--- src/common/bhr_consts.svh ---
// constants for the byte/halfword reservation unit
`ifndef BHR_CONSTS_SVH
`define BHR_CONSTS_SVH
`define BHR_GPR_W 64
`define BHR_EA_LO_W 32
`define BHR_BYTE_LSB 56
`define BHR_HALF_LSB 48
`define BHR_CR_LT 3
`define BHR_CR_GT 2
`define BHR_CR_EQ 1
`define BHR_CR_SO 0
`define BHR_RSV_RST 1'b0
`define BHR_MEM_TIMEOUT 16
`endif

--- src/common/bhr_pkg.sv ---
// types shared by the byte/halfword reservation unit
package bhr_pkg;
  typedef enum logic [1:0] {
    BHR_OP_LBR,
    BHR_OP_LHR,
    BHR_OP_SBC,
    BHR_OP_SHC
  } bhr_op_t;

  // one instruction from the pipeline
  typedef struct packed {
    bhr_op_t op;
    logic ra_zero;
    logic [63:0] ra_val;
    logic [63:0] rb_val;
    logic [63:0] rs_val;
    logic [4:0] rt_idx;
    logic so_bit;
  } bhr_req_t;

  // one access to the data memory system
  typedef struct packed {
    logic wr;
    logic half;
    logic [63:0] ea;
    logic [15:0] wdata;
  } bhr_mem_t;

  // completion back to the pipeline
  typedef struct packed {
    logic is_load;
    logic align_err;
    logic [4:0] rt_idx;
    logic [63:0] rt_data;
    logic [3:0] cond_field_zero;
  } bhr_rsp_t;
endpackage : bhr_pkg

--- src/rtl/bhr_ea_calc.sv ---
// effective address former for the reserve and conditional instructions
`timescale 1ns/10ps
`include "bhr_consts.svh"
module bhr_ea_calc import bhr_pkg::*; (
  input wire logic ra_zero_i,
  input wire logic [63:0] ra_val_i,
  input wire logic [63:0] rb_val_i,
  input wire logic half_i,
  output logic [63:0] ea_o,
  output logic misalign_o
);
  // ==========================================
  // address sum
  // the upper word is forced to zero; only the low word of the sum survives
  wire logic [63:0] base_val = ra_zero_i ? 64'h0 : ra_val_i;
  wire logic [63:0] sum_val = base_val + rb_val_i;
  assign ea_o = {32'h0, sum_val[31:0]};
  assign misalign_o = half_i & sum_val[0];
endmodule : bhr_ea_calc

--- src/rtl/bhr_rsv_track.sv ---
// reservation flag and address holder
`timescale 1ns/10ps
`include "bhr_consts.svh"
module bhr_rsv_track import bhr_pkg::*; #(
  parameter int ADDR_W = 64
) (
  input wire logic mclk_i,
  input wire logic srst_i,
  input wire logic ce_i,
  input wire logic set_i,
  input wire logic clr_i,
  input wire logic [ADDR_W-1:0] addr_i,
  input wire logic [ADDR_W-1:0] cmp_addr_i,
  output logic valid_o,
  output logic match_o
);
  logic rsv_ff;
  logic [ADDR_W-1:0] raddr_ff;

  // ==========================================
  // reservation state
  // a set in the same cycle as a clear wins, so a new reservation is never lost
  always_ff @(posedge mclk_i) begin
    if (srst_i) begin
      rsv_ff <= `BHR_RSV_RST;
      raddr_ff <= '0;
    end else if (ce_i) begin
      if (set_i) begin
        rsv_ff <= 1'b1;
        raddr_ff <= addr_i;
      end else if (clr_i) begin
        rsv_ff <= 1'b0;
      end
    end
  end

  assign valid_o = rsv_ff;
  assign match_o = rsv_ff && (raddr_ff == cmp_addr_i);
endmodule : bhr_rsv_track

--- src/rtl/bhr_unit.sv ---
// byte and halfword load-and-reserve / store-conditional unit
// Function
// effective address is 32 zero bits then low word of (base or 0) plus index
// byte reserve load fills bits 56:63, clears bits 0:55
// halfword reserve load fills bits 48:63, clears bits 0:47
// every reserve load sets the flag and replaces the held address; an odd-address halfword load that faults sets neither here
// odd halfword address raises an alignment fault
// byte conditional with matching reservation stores source byte, clears reservation
// halfword conditional with matching reservation stores source halfword, clears reservation
// match compares held address with translated real address of the store
// mismatching reservation is cleared; this unit does not store then
// no reservation: no memory change, report not performed
// condition field zero gets 00, store-performed, then summary overflow copy
// same behaviour as word reserve/conditional apart from access size
// reset clears the reservation flag
`timescale 1ns/10ps
`include "bhr_consts.svh"
module bhr_unit import bhr_pkg::*; #(
  parameter int TIMEOUT = `BHR_MEM_TIMEOUT
) (
  input wire logic mclk_i,
  input wire logic srst_i,
  input wire logic ce_i,
  input wire logic req_valid_i,
  input wire bhr_req_t req_i,
  output logic req_ready_o,
  input wire logic [63:0] real_addr_i,
  output logic mem_valid_o,
  output bhr_mem_t mem_o,
  input wire logic mem_ack_i,
  input wire logic [15:0] mem_rdata_i,
  output logic rsp_valid_o,
  output bhr_rsp_t rsp_o
);
  typedef enum logic [1:0] {
    BHR_ST_IDLE,
    BHR_ST_MEM,
    BHR_ST_DONE
  } bhr_state_t;

  bhr_state_t state_ff;
  bhr_state_t nxt_state;
  bhr_req_t req_ff;
  logic [63:0] ea_ff;
  logic [63:0] real_ff;
  logic req_ready_ff;
  logic mem_valid_ff;
  bhr_mem_t mem_ff;
  logic rsp_valid_ff;
  bhr_rsp_t rsp_ff;

  // ==========================================
  // address and reservation helpers
  logic [63:0] ea_w;
  logic misalign_w;
  logic rsv_valid_w;
  logic rsv_match_w;

  wire logic is_half_w = (req_i.op == BHR_OP_LHR) || (req_i.op == BHR_OP_SHC);
  wire logic is_load_w = (req_i.op == BHR_OP_LBR) || (req_i.op == BHR_OP_LHR);
  wire logic take_w = (state_ff == BHR_ST_IDLE) && req_valid_i && req_ready_ff;

  bhr_ea_calc u_ea (
    .ra_zero_i(req_i.ra_zero),
    .ra_val_i(req_i.ra_val),
    .rb_val_i(req_i.rb_val),
    .half_i(is_half_w),
    .ea_o(ea_w),
    .misalign_o(misalign_w)
  );

  // decisions at issue; conditional stores compare against the translated address
  wire logic load_ok_w = take_w && is_load_w && !misalign_w;
  wire logic cond_w = take_w && !is_load_w && !misalign_w;
  wire logic do_store_w = cond_w && rsv_match_w;
  wire logic rsv_clr_w = cond_w && rsv_valid_w;
  wire logic fault_w = take_w && misalign_w;

  bhr_rsv_track #(.ADDR_W(64)) u_rsv (
    .mclk_i(mclk_i),
    .srst_i(srst_i),
    .ce_i(ce_i),
    .set_i(load_ok_w),
    .clr_i(rsv_clr_w),
    .addr_i(real_addr_i),
    .cmp_addr_i(real_addr_i),
    .valid_o(rsv_valid_w),
    .match_o(rsv_match_w)
  );

  // condition field zero builder
  function automatic logic [3:0] cf0(input logic done, input logic so);
    cf0 = {2'b00, done, so};
  endfunction : cf0

  // load data extension, size the only difference from word forms
  function automatic logic [63:0] zext(input logic half, input logic [15:0] d);
    zext = half ? {48'h0, d} : {56'h0, d[7:0]};
  endfunction : zext

  // ==========================================
  // memory watchdog: a lost acknowledge must not hang the pipeline
  localparam int CNT_W = $clog2(TIMEOUT + 1);
  logic [CNT_W-1:0] wait_ff;
  wire logic timeout_w = (state_ff == BHR_ST_MEM) && (wait_ff == CNT_W'(TIMEOUT));

  // ==========================================
  // next state
  always_comb begin
    nxt_state = state_ff;
    unique case (state_ff)
      BHR_ST_IDLE: begin
        if (load_ok_w || do_store_w) begin
          nxt_state = BHR_ST_MEM;
        end else if (take_w) begin
          nxt_state = BHR_ST_DONE;
        end
      end
      BHR_ST_MEM: begin
        if (mem_ack_i || timeout_w) begin
          nxt_state = BHR_ST_DONE;
        end
      end
      BHR_ST_DONE: begin
        nxt_state = BHR_ST_IDLE;
      end
    endcase
  end

  // ==========================================
  // state and captured request
  always_ff @(posedge mclk_i) begin
    if (srst_i) begin
      state_ff <= BHR_ST_IDLE;
      req_ff <= '0;
      ea_ff <= '0;
      real_ff <= '0;
      wait_ff <= '0;
    end else if (ce_i) begin
      state_ff <= nxt_state;
      wait_ff <= (state_ff == BHR_ST_MEM) ? wait_ff + CNT_W'(1) : '0;
      if (take_w) begin
        req_ff <= req_i;
        ea_ff <= ea_w;
        real_ff <= real_addr_i;
      end
    end
  end

  // ==========================================
  // pipeline handshake: one instruction in flight at a time
  always_ff @(posedge mclk_i) begin
    if (srst_i) begin
      req_ready_ff <= 1'b0;
    end else if (ce_i) begin
      req_ready_ff <= (nxt_state == BHR_ST_IDLE) && !take_w;
    end
  end

  // ==========================================
  // memory request, held until acknowledged or the watchdog times out
  always_ff @(posedge mclk_i) begin
    if (srst_i) begin
      mem_valid_ff <= 1'b0;
      mem_ff <= '0;
    end else if (ce_i) begin
      if (load_ok_w || do_store_w) begin
        mem_valid_ff <= 1'b1;
        mem_ff.wr <= do_store_w;
        mem_ff.half <= is_half_w;
        mem_ff.ea <= ea_w;
        mem_ff.wdata <= is_half_w ? req_i.rs_val[15:0] : {8'h00, req_i.rs_val[7:0]};
      end else if (mem_ack_i || timeout_w) begin
        mem_valid_ff <= 1'b0;
      end
    end
  end

  // ==========================================
  // completion toward the pipeline
  // a conditional that skipped memory reports not performed
  wire logic st_done_w = (state_ff == BHR_ST_MEM) && req_ff.op inside {BHR_OP_SBC, BHR_OP_SHC};
  wire logic ld_w = req_ff.op inside {BHR_OP_LBR, BHR_OP_LHR};
  wire logic rhalf_w = req_ff.op inside {BHR_OP_LHR, BHR_OP_SHC};
  logic fault_ff;
  // marks, from issue, that this instruction was sent to memory and is answered by the memory path
  logic st_done_pend_ff;

  always_ff @(posedge mclk_i) begin
    if (srst_i) begin
      fault_ff <= 1'b0;
    end else if (ce_i && take_w) begin
      fault_ff <= fault_w;
    end
  end

  always_ff @(posedge mclk_i) begin
    if (srst_i) begin
      rsp_valid_ff <= 1'b0;
      rsp_ff <= '0;
    end else if (ce_i) begin
      rsp_valid_ff <= 1'b0;
      if ((state_ff == BHR_ST_MEM) && (mem_ack_i || timeout_w)) begin
        rsp_valid_ff <= 1'b1;
        rsp_ff.is_load <= ld_w;
        rsp_ff.align_err <= timeout_w && !mem_ack_i;
        rsp_ff.rt_idx <= req_ff.rt_idx;
        rsp_ff.rt_data <= ld_w ? zext(rhalf_w, mem_rdata_i) : 64'h0;
        rsp_ff.cond_field_zero <= ld_w ? 4'h0 : cf0(st_done_w && mem_ack_i, req_ff.so_bit);
      end else if (state_ff == BHR_ST_DONE && !rsp_valid_ff && nxt_state == BHR_ST_IDLE
                   && !(mem_valid_ff)) begin
        if (!st_done_pend_ff) begin
          rsp_valid_ff <= 1'b1;
          rsp_ff.is_load <= ld_w;
          rsp_ff.align_err <= fault_ff;
          rsp_ff.rt_idx <= req_ff.rt_idx;
          rsp_ff.rt_data <= 64'h0;
          rsp_ff.cond_field_zero <= ld_w ? 4'h0 : cf0(1'b0, req_ff.so_bit);
        end
      end
    end
  end

  // pending flag: the early answer path must stay quiet for memory instructions
  always_ff @(posedge mclk_i) begin
    if (srst_i) begin
      st_done_pend_ff <= 1'b0;
    end else if (ce_i) begin
      if (take_w) begin
        st_done_pend_ff <= load_ok_w || do_store_w;
      end
    end
  end

  assign req_ready_o = req_ready_ff;
  assign mem_valid_o = mem_valid_ff;
  assign mem_o = mem_ff;
  assign rsp_valid_o = rsp_valid_ff;
  assign rsp_o = rsp_ff;
endmodule : bhr_unit

--- config.mk ---
export PLATFORM = sky130hd
export DESIGN_NAME = bhr_unit
export DESIGN_NICKNAME = d
export VERILOG_FILES = /design/src/common/bhr_pkg.sv /design/src/rtl/bhr_ea_calc.sv /design/src/rtl/bhr_rsv_track.sv /design/src/rtl/bhr_unit.sv
export VERILOG_INCLUDE_DIRS = /design/src /design/src/common
export SDC_FILE = /design/constraint.sdc
export NUM_CORES = 1
export LEC_CHECK = 0
export BUFFER_PORTS_ARGS = -buffer_cell sky130_fd_sc_hd__buf_4
export CELL_PAD_IN_SITES_DETAIL_PLACEMENT = 0
export CELL_PAD_IN_SITES_GLOBAL_PLACEMENT = 1
export CORE_MARGIN = 10
export CORE_UTILIZATION = 35
export DETAILED_ROUTE_END_ITERATION = 8
export MAX_ROUTING_LAYER = met4
export PLACE_DENSITY_LB_ADDON = 0.1
export SYNTH_ARGS = -nofsm -noshare
export SYNTH_HDL_FRONTEND = slang
export SYNTH_SLANG_ARGS = --single-unit
--- constraint.sdc ---
create_clock -name mclk_i -period 6.9 [get_ports mclk_i]
set_input_delay 0.69 -clock mclk_i [delete_from_list [all_inputs] [get_ports mclk_i]]
set_output_delay 0.69 -clock mclk_i [all_outputs]
set_load 0.1 [all_outputs]
==> results.sh, run 1 <==
export IMPL_drive_gt1_share_pct=21.7
export IMPL_wire_per_inst_um=16.2
export IMPL_p_per_area_mw_per_mm2=220
export IMPL_internal_power_mw=1.64
export IMPL_p_leak_nw=5.02
export IMPL_io_pins=446
export IMPL_antenna_found_initial=0
export IMPL_die_area_mm2=0.0321
export IMPL_dp_slack_ns=2.76
export IMPL_cts_clk_slew_worst_paths_ns=0.07
export IMPL_synth_area_mm2=0.00886
export IMPL_cts_sinks=160
export IMPL_cts_resized=0
export IMPL_yosysSeqAreaShare_pct=36.2
export IMPL_synthTopCellsByCount="211 x nand2_1, 160 x dfxtp_1, 141 x a21oi_1, 91 x nor2_1, 82 x buf_4"
export IMPL_first_iter_violations=429
export IMPL_cts_tree="yes"
export IMPL_worstHoldPathType="flop to flop"
export IMPL_worst_path_buf_inv=2
export IMPL_yosys_warnings=0
export IMPL_grt_pass1_vias=8081
export IMPL_crit_type="input port to flop"
export IMPL_htreeDepth=4
export IMPL_syn_inst=1132
export IMPL_rows=58
export IMPL_grt_ovfl_total=0
export IMPL_worstMarginPinSlew_ns=1.07
export IMPL_cp_top_family="compound AO/OA/AOI/OAI gates"
export IMPL_p_switching_uw=843
export IMPL_ys_flop_type="dfxtp_1"
export IMPL_synth_top_cell_area_share_pct=36.2
export IMPL_ys_seq_elements=160
export IMPL_slowest_stage="a2111oi_0"
export IMPL_switching_share_pct=34.0
export IMPL_gp_congestion=0.834
export IMPL_n_antenna_cell=0
export IMPL_fin_skew_ns=0.0160
export IMPL_max_stage_delay_ns=0.82
export IMPL_critical_path_cell_chain="buf_4, nor2b_1, ha_1, inv_1, fa_1, nor2b_1, o311a_1, o31ai_1, a2111oi_0, o31ai_1, a21o_1, a31oi_1, o311ai_1"
export IMPL_cts_made_buffers=17
export IMPL_clkPwrFrac_pct=39.3
export IMPL_status="complete, no violations"
export IMPL_post_cts_buffers=0
export IMPL_slew_headroom_pct=28.9
export IMPL_synth_top_area_cell="dfxtp_1"
export IMPL_synth_most_common_cell="nand2_1"
export IMPL_grt_start_max_net_pins=97
export IMPL_vdd_drop_max_mv=0.116
export IMPL_fmax_ghz=0.275
export IMPL_die_w_um=179
export IMPL_io_buffers=251
export IMPL_ant_nets=0
export IMPL_post_route_util_pct=45.0
export IMPL_coreArea_mm2=0.0250
export IMPL_final_hold_viol_count=0
export IMPL_critPathLaunchType="input port"
export IMPL_p_total_mw=2.48
export IMPL_pwr_share_comb_pct=22.6
export IMPL_finalCritPeriodShare_pct=52.7
export IMPL_clk_insertion_delay_late_ns=0.43
export IMPL_setup_viol=0
export IMPL_p_seq_share_pct=38.1
export IMPL_cp_end_kind="flop"
export IMPL_cts_buffer_depth=2
export IMPL_slew_viol_final=0
export IMPL_hpwl_um=20600
export IMPL_critical_path_arrival_ns=3.92
export IMPL_maxCapViolations=0
export IMPL_area_growth_pct=27.2
export IMPL_via_per_inst=4.72
export IMPL_start_util_pct=35.4
export IMPL_ctsHoldBuffers=0
export IMPL_setup_ws_ns=3.26
export IMPL_async_flop_share_pct=0
export IMPL_synth_edff_count=0
export IMPL_rsz0062_at_grt="false"
export IMPL_min_period_ns=3.64
export IMPL_worstPathRequired_ns=7.18
export IMPL_synthTopCellsByArea="dfxtp_1 36%, nand2_1 8.9%, a21oi_1 8.0%, buf_4 7.0%, xor2_1 5.4%"
export IMPL_avgSynthCellArea_um2=7.82
export IMPL_nets=1673
export IMPL_critPathMaxFanout=32
export IMPL_firstDrtPassIters=4
export IMPL_wl_um=27400
export IMPL_setup_tns_final_ns=0
export IMPL_drc=0
export IMPL_cts_root_buf="clkbuf_16"
export IMPL_grt_pass1_wl_um=42100
export IMPL_die_h_um=179
export IMPL_grtUsageTotal_pct=16.9
export IMPL_vias=7981
export IMPL_synth_cell_type_count=57
-- flip-flops by register name, indices dropped and copies added (netlist names) --
name / count
st_done_pend_ff: 1
u_rsv.valid_o: 1
req_ff: 8
fault_ff: 1
state_ff: 2
req_ready_o: 1
rsp_valid_o: 1
u_rsv.raddr_ff: 64
rsp_o: 25
mem_valid_o: 1
wait_ff: 5
mem_o: 50
-- per-stage QoR --
step	std cells	instance area, µm²	hold WS, ns
after floorplan	1213	9160	0.431
after global placement	1661	10700	0.440
after detailed placement	1661	10700	0.446
after CTS	1692	11300	0.455
after global routing	1692	11300	0.468
final	1692	11300	0.453
-- routing by layer --
layer	GRT usage [%]	routed length (µm)	vias up
met2	27.3	12900	229
met5	-	0	-
met3	5.22	2110	18
met4	4.13	303	0
li1	-	-	4121
met1	20.2	12100	3613
-- area by class of cell --
| cell class | count | area, µm² |
|---|---|---|
| clock buffer | 17 | 425 |
| clock inverter | 14 | 165 |
| fill | 2615 | 13800 |
| inverter | 23 | 86.3 |
| multi-input combinational | 892 | 5050 |
| sequential | 160 | 3200 |
| tap | 330 | 413 |
| timing repair buffer | 256 | 1920 |
-- worst paths after layout --
path	start	end	slack [ns]	depth (start not counted)
worst max-delay path	req_i[198]	mem_o[46]	3.26	13
worst min-delay path	rsp_o[69]	rsp_o[69]	0.45	2
worst max register to register	u_rsv.raddr_ff[40]	mem_o[45]	3.33	10
worst min register to register	rsp_o[69]	rsp_o[69]	0.45	2
-- power by group through the flow --
stage	sequential, mW	combinational (mW)	clock (mW)
after floorplan	1.01	0.413	0
after global placement	0.965	0.563	0
after detailed placement	0.966	0.562	0
after CTS	0.944	0.564	1.01
after global routing	0.946	0.605	1.05
final	0.944	0.562	0.976
-- worst register-to-register path, stage by stage (launching register included) --
cell,delay [ns]
dfxtp_1,0.32
xor2_1,0.16
nor4_1,0.51
nand4_1,0.25
nor3_1,0.28
nand4_1,0.23
a21o_4,0.44
buf_4,0.39
or3b_1,0.44
or4_1,0.39
nand3_1,0.09
-- cells in the final DEF, fill, tap and decap left out, drive strengths merged, types with 5 or more instances in the layout --
cell type,netlist,final
buf,87,256
nand2,211,211
dfxtp,160,160
a21oi,141,141
nor2,91,91
conb,1,82
xor2,55,55
ha,36,36
nor2b,35,35
inv,23,32
nand3,24,24
xnor2,23,23
mux2i,21,21
o21ai,19,19
clkbuf,51,17
nor3,14,14
nor4,14,14
a21o,14,14
nand4,11,11
nand2b,10,10
a22oi,8,8
a31oi,8,8
a211oi,7,7
nor4b,6,6
and3,5,5
and2,5,5
-- logic make-up (layout without fill, tap and decap cells) --
group,count (synthesis),count (layout),synth area share [%]
xor gates and xnor gates,78,78,7.71
other,1,82,0.0423
adders and majority gates,37,37,5.31
muxes,22,22,2.50
DFF,160,160,36.2
buffers and inverters,161,310,10.4
AOI/OAI and AO/OA,234,234,15.5
and+or+nand+nor,439,439,22.3
Note: power is estimated with default switching activity, not from simulation.
==> run 2, diff against run 1 <==
Settings changed: CORE_UTILIZATION 35 to 32.
Clock period 6.9 ns to 3.78 ns, I/O delays scaled along.
==> results.sh, run 2 (same netlist as run 1, synthesis figures left out) <==
export IMPL_rows=60
export IMPL_cts_sinks=160
export IMPL_wire_per_inst_um=16.1
export IMPL_first_iter_violations=380
export IMPL_cp_top_family="compound AO/OA/AOI/OAI gates"
export IMPL_crit_type="input port to flop"
export IMPL_grtUsageTotal_pct=15.9
export IMPL_cp_end_kind="flop"
export IMPL_layout_commonest_cell="buf_4"
export IMPL_grt_ovfl_total=0
export IMPL_slew_headroom_pct=37.4
export IMPL_regMostFlops="u_rsv.raddr_ff"
export IMPL_nFillCells=2841
export IMPL_via_per_inst=4.59
export IMPL_setup_ws_ns=0.815
export IMPL_finalCritPeriodShare_pct=78.4
export IMPL_cts_tree="yes"
export IMPL_die_area_mm2=0.0347
export IMPL_max_stage_delay_ns=0.52
export IMPL_cts_root_buf="clkbuf_16"
export IMPL_layout_common_cells="264 x buf_4, 211 x nand2_1, 160 x dfxtp_1"
export IMPL_gp_congestion=0.832
export IMPL_worstHoldPathType="input port to flop"
export IMPL_critPathLaunchType="input port"
export IMPL_worstMarginPinSlew_ns=0.940
export IMPL_dp_slack_ns=0.358
export IMPL_ctsHoldBuffers=0
export IMPL_place_area_mm2=0.0108
export IMPL_final_hold_viol_count=0
export IMPL_drc=0
export IMPL_slowest_stage="a2111oi_0"
export IMPL_vdd_drop_max_mv=0.194
export IMPL_cts_clk_slew_worst_paths_ns=0.08
export IMPL_setup_tns_final_ns=0
export IMPL_p_total_mw=4.48
export IMPL_slew_viol_final=0
export IMPL_start_util_pct=32.7
export IMPL_htreeDepth=4
export IMPL_grt_pass1_vias=8048
export IMPL_design_area_mm2=0.0114
export IMPL_area_growth_pct=28.5
export IMPL_r2r_start="u_rsv.raddr_ff[40]"
export IMPL_hpwl_um=21400
export IMPL_io_pins=446
export IMPL_multi_input_area_mm2=0.00505
export IMPL_die_w_um=186
export IMPL_setup_viol=0
export IMPL_grt_pass1_wl_um=43800
export IMPL_fin_skew_ns=0.0200
export IMPL_hp_start="req_i[13]"
export IMPL_fin_cells=1744
export IMPL_io_buffers=251
export IMPL_critPathMaxFanout=12
export IMPL_ant_nets=0
export IMPL_critical_path_cell_chain="buf_4, nor2b_1, ha_1, inv_1, fa_1, nor2b_1, o311a_1, o31ai_1, a2111oi_0, buf_4, o31ai_1, a21o_1, a31oi_1, nand2_1, o311ai_1"
export IMPL_clk_insertion_delay_late_ns=0.43
export IMPL_coreArea_mm2=0.0271
export IMPL_worst_path_buf_inv=3
export IMPL_vias=8012
export IMPL_critical_path_arrival_ns=3.30
export IMPL_largest_reg_flops=64
export IMPL_p_leak_nw=5.04
export IMPL_wl_um=28000
export IMPL_drive_gt1_share_pct=22.2
export IMPL_cts_buffer_depth=2
export IMPL_firstDrtPassIters=5
export IMPL_dpl_cell_count=1712
export IMPL_worstPathRequired_ns=4.12
export IMPL_post_cts_buffers=0
export IMPL_nets=1682
export IMPL_status="complete, no violations"
export IMPL_min_period_ns=2.97
export IMPL_area_sequential_mm2=0.00320
export IMPL_cp_startpoint="req_i[198]"
export IMPL_cts_resized=0
export IMPL_fmax_ghz=0.337
export IMPL_die_h_um=186
export IMPL_maxCapViolations=0
export IMPL_grt_start_max_net_pins=98
export IMPL_rsz0062_at_grt="false"
export IMPL_cts_made_buffers=17
export IMPL_p_per_area_mw_per_mm2=394
export IMPL_antenna_found_initial=1
==> run 2: cell count changes in the layout (fill, tap and decap cells not counted), sizes merged <==
cell,before,now
buf,256,265
bufinv,2,1
clkinvlp,1,4
diode,0,1
inv,32,30
==> run 2: report_power, final <==
group          internal (mW)  switching, mW
Sequential              1.71         0.0148
Combinational          0.293          0.741
Clock                  0.928          0.798
Total                   2.93           1.55
==> run 2: path summary, 6_finish.rpt <==
path               endpoint  slack, ns  cells after the start
setup / recovery  mem_o[46]       0.81                     15
hold / removal     mem_o[7]       0.17                      3
setup reg to reg  mem_o[45]       0.92                     10
hold reg to reg   rsp_o[70]       0.45                      2
==> run 2: stage by stage <==
stage	utilization (%)	hold WS (ns)
floorplan	-	0.431
global placement	39.9	0.440
detailed placement	39.9	0.445
CTS	42.0	0.156
global route	42.0	0.186
finish	42.0	0.174
==> run 2: routing by layer <==
layer / global-route usage (%) / share of wire [%]
met1: 18.9 / 45
met3: 5.49 / 7.3
met4: 3.44 / 0.93
met5: - / 0
met2: 25.3 / 46
==> run 2: final cells by class <==
type / count / share of cell area [%]
antenna: 1 / 0.0220
clock buffer: 17 / 3.74
clock inverter: 14 / 1.29
inverter: 23 / 0.759
multi-input combinational: 892 / 44.4
sequential: 160 / 28.1
tap: 372 / 4.09
timing repair buffer: 265 / 17.6
==> run 2: tightest hold or removal path: stages <==
cell and delay (ns):
buf_4 0.08, mux2i_1 0.05, nor2_1 0.07
==> run 3, diff against run 2 <==
Settings changed: ABC_AREA from default to 1.
Clock period 3.78 ns to 3 ns, I/O delays scaled along.
==> results.sh, run 3 <==
export IMPL_grtUsageTotal_pct=17.0
export IMPL_drc=0
export IMPL_ff2ff_path_depth=15
export IMPL_coreArea_mm2=0.0289
export IMPL_die_w_um=192
export IMPL_synth_most_common_cell="nand2_1"
export IMPL_hpwl_um=24000
export IMPL_multi_input_area_mm2=0.00506
export IMPL_cp_end_kind="flop"
export IMPL_cp_startpoint="state_ff[0]"
export IMPL_wire_per_inst_um=15.6
export IMPL_regMostFlops="u_rsv.raddr_ff"
export IMPL_fin_skew_ns=0.0258
export IMPL_yosysSeqAreaShare_pct=34.0
export IMPL_cts_buffer_depth=2
export IMPL_drive_gt1_share_pct=20.4
export IMPL_cts_made_buffers=17
export IMPL_grt_ovfl_total=0
export IMPL_slew_headroom_pct=43.6
export IMPL_die_h_um=192
export IMPL_layout_common_cells="272 x buf_4, 257 x nand2_1, 165 x a21oi_1"
export IMPL_yosys_warnings=0
export IMPL_rsz0062_at_grt="false"
export IMPL_grt_pass1_wl_um=48400
export IMPL_first_iter_violations=567
export IMPL_firstDrtPassIters=5
export IMPL_start_util_pct=32.6
export IMPL_io_buffers=251
export IMPL_ys_seq_elements=160
export IMPL_r2r_start="state_ff[0]"
export IMPL_async_flop_share_pct=0
export IMPL_critPathMaxFanout=23
export IMPL_r2r_setup_slack_ns=0.58
export IMPL_synth_cell_type_count=45
export IMPL_vias=9081
export IMPL_fmax_ghz=0.413
export IMPL_gp_congestion=0.826
export IMPL_cts_clk_slew_worst_paths_ns=0.07
export IMPL_synth_area_mm2=0.00941
export IMPL_synth_top_area_cell="dfxtp_1"
export IMPL_ctsHoldBuffers=0
export IMPL_setup_viol=0
export IMPL_via_per_inst=4.55
export IMPL_post_cts_buffers=0
export IMPL_grt_start_max_net_pins=77
export IMPL_synthTopCellsByArea="dfxtp_1 34%, nand2_1 10%, a21oi_1 8.8%, buf_4 6.8%, inv_1 6.1%"
export IMPL_p_per_area_mw_per_mm2=489
export IMPL_avgSynthCellArea_um2=6.90
export IMPL_worstHoldPathType="input port to flop"
export IMPL_rows=62
export IMPL_ant_nets=0
export IMPL_antenna_found_initial=2
export IMPL_min_period_ns=2.42
export IMPL_p_leak_nw=5.56
export IMPL_finalCritPeriodShare_pct=80.6
export IMPL_cts_root_buf="clkbuf_16"
export IMPL_setup_tns_final_ns=0
export IMPL_worstMarginPinSlew_ns=0.846
export IMPL_layout_commonest_cell="buf_4"
export IMPL_slew_viol_final=0
export IMPL_maxCapViolations=0
export IMPL_synth_edff_count=0
export IMPL_wl_um=31200
export IMPL_io_pins=446
export IMPL_crit_type="flop to flop"
export IMPL_syn_inst=1364
export IMPL_r2r_end="rsp_o[16]"
export IMPL_vdd_drop_max_mv=0.266
export IMPL_cts_tree="yes"
export IMPL_final_hold_viol_count=0
export IMPL_synthTopCellsByCount="258 x nand2_1, 165 x a21oi_1, 160 x dfxtp_1, 152 x inv_1, 122 x nor2_1"
export IMPL_design_area_mm2=0.0120
export IMPL_status="complete, no violations"
export IMPL_cts_sinks=160
export IMPL_critical_path_arrival_ns=2.69
export IMPL_ys_flop_type="dfxtp_1"
export IMPL_cts_resized=0
export IMPL_critPathLaunchType="flop"
export IMPL_nFillCells=3099
export IMPL_worstPathRequired_ns=3.27
export IMPL_area_sequential_mm2=0.00320
export IMPL_die_area_mm2=0.0367
export IMPL_crit_path_end="rsp_o[16]"
export IMPL_largest_reg_flops=64
export IMPL_htreeDepth=4
export IMPL_clk_insertion_delay_late_ns=0.44
export IMPL_grt_pass1_vias=9045
export IMPL_nets=1922
export IMPL_area_growth_pct=27.3
export IMPL_synth_top_cell_area_share_pct=34.0
export IMPL_place_area_mm2=0.0114
## run 3: how the worst min path moves through the flow
stage                start     endpoint  slack [ns]  cells after the start
2_1_floorplan  req_ff[199]  req_ff[199]        0.43                      2
5_1_grt           req_i[5]    req_ff[5]        0.09                      3
4_1_cts           req_i[1]    req_ff[1]        0.07                      3
6_report          req_i[2]    req_ff[2]        0.09                      3
3_5_place_dp      rsp_o[8]     rsp_o[8]        0.45                      2
3_3_place_gp   req_ff[199]  req_ff[199]        0.45                      2
## run 3: cell families after synthesis
| kind of cell | count (synthesis) | share of synthesized area [%] |
|---|---|---|
| AO/OA/AOI/OAI | 314 | 17.9 |
| XOR/XNOR | 54 | 5.02 |
| adder cells (fa/ha/maj) | 37 | 5.00 |
| buffers and inverters | 295 | 15.5 |
| flip-flops | 160 | 34.0 |
| other | 1 | 0.0398 |
| AND/OR/NAND/NOR | 503 | 22.5 |
## run 3: final cells by class
class                           count  share of cell area [%]
Timing Repair Buffer              273                    17.2
Inverter                          157                    4.92
Clock buffer                       18                    3.67
Antenna cell                        2                  0.0418
Sequential cell                   160                    26.7
Multi-Input combinational cell    990                    42.2
Tap cell                          384                    4.01
Clock inverter                     13                    1.18
## run 3: power by group
part | leakage [nW] | switching (mW) | internal, mW
Sequential | 1.29 | 0.0213 | 2.16
Combinational | 3.99 | 1.07 | 0.403
Clock | 0.284 | 1.00 | 1.19
Total | 5.56 | 2.10 | 3.76
## run 3: routing by layer
metal	global-route usage, %	vias up	part of all wire [%]
li1	-	4752	-
met1	20.9	4073	45
met2	26.8	233	47
met3	4.52	23	6.4
met4	4.78	0	1.7
met5	-	-	0
## run 3: through the flow
| step | instances | hold WS [ns] | utilization (%) | worst slack [ns] | total power [mW] |
|---|---|---|---|---|---|
| floorplan | 1445 | 0.430 | - | 0.379 | 3.39 |
| global placement | 1964 | 0.447 | 39.5 | 0.345 | 3.71 |
| CTS | 1995 | 0.0725 | 41.5 | 0.581 | 5.94 |
| detailed placement | 1964 | 0.453 | 39.5 | 0.332 | 3.70 |
| finish | 1997 | 0.0877 | 41.5 | 0.581 | 5.86 |
| global route | 1997 | 0.0931 | 41.5 | 0.311 | 6.15 |
## run 3: worst max-delay path, cell delays in order, from the launching register on
cell and delay (ns):
dfxtp_1 0.34, inv_1 0.10, ha_1 0.18, nand3_2 0.14, nor2_2 0.12, inv_2 0.05
nor2_2 0.13, nand3_1 0.11, nor2_2 0.15, nand3_2 0.15, nand3_2 0.11, nand3_2 0.09
o21bai_4 0.19, nand2_4 0.20, nand2_1 0.13, a21oi_1 0.07
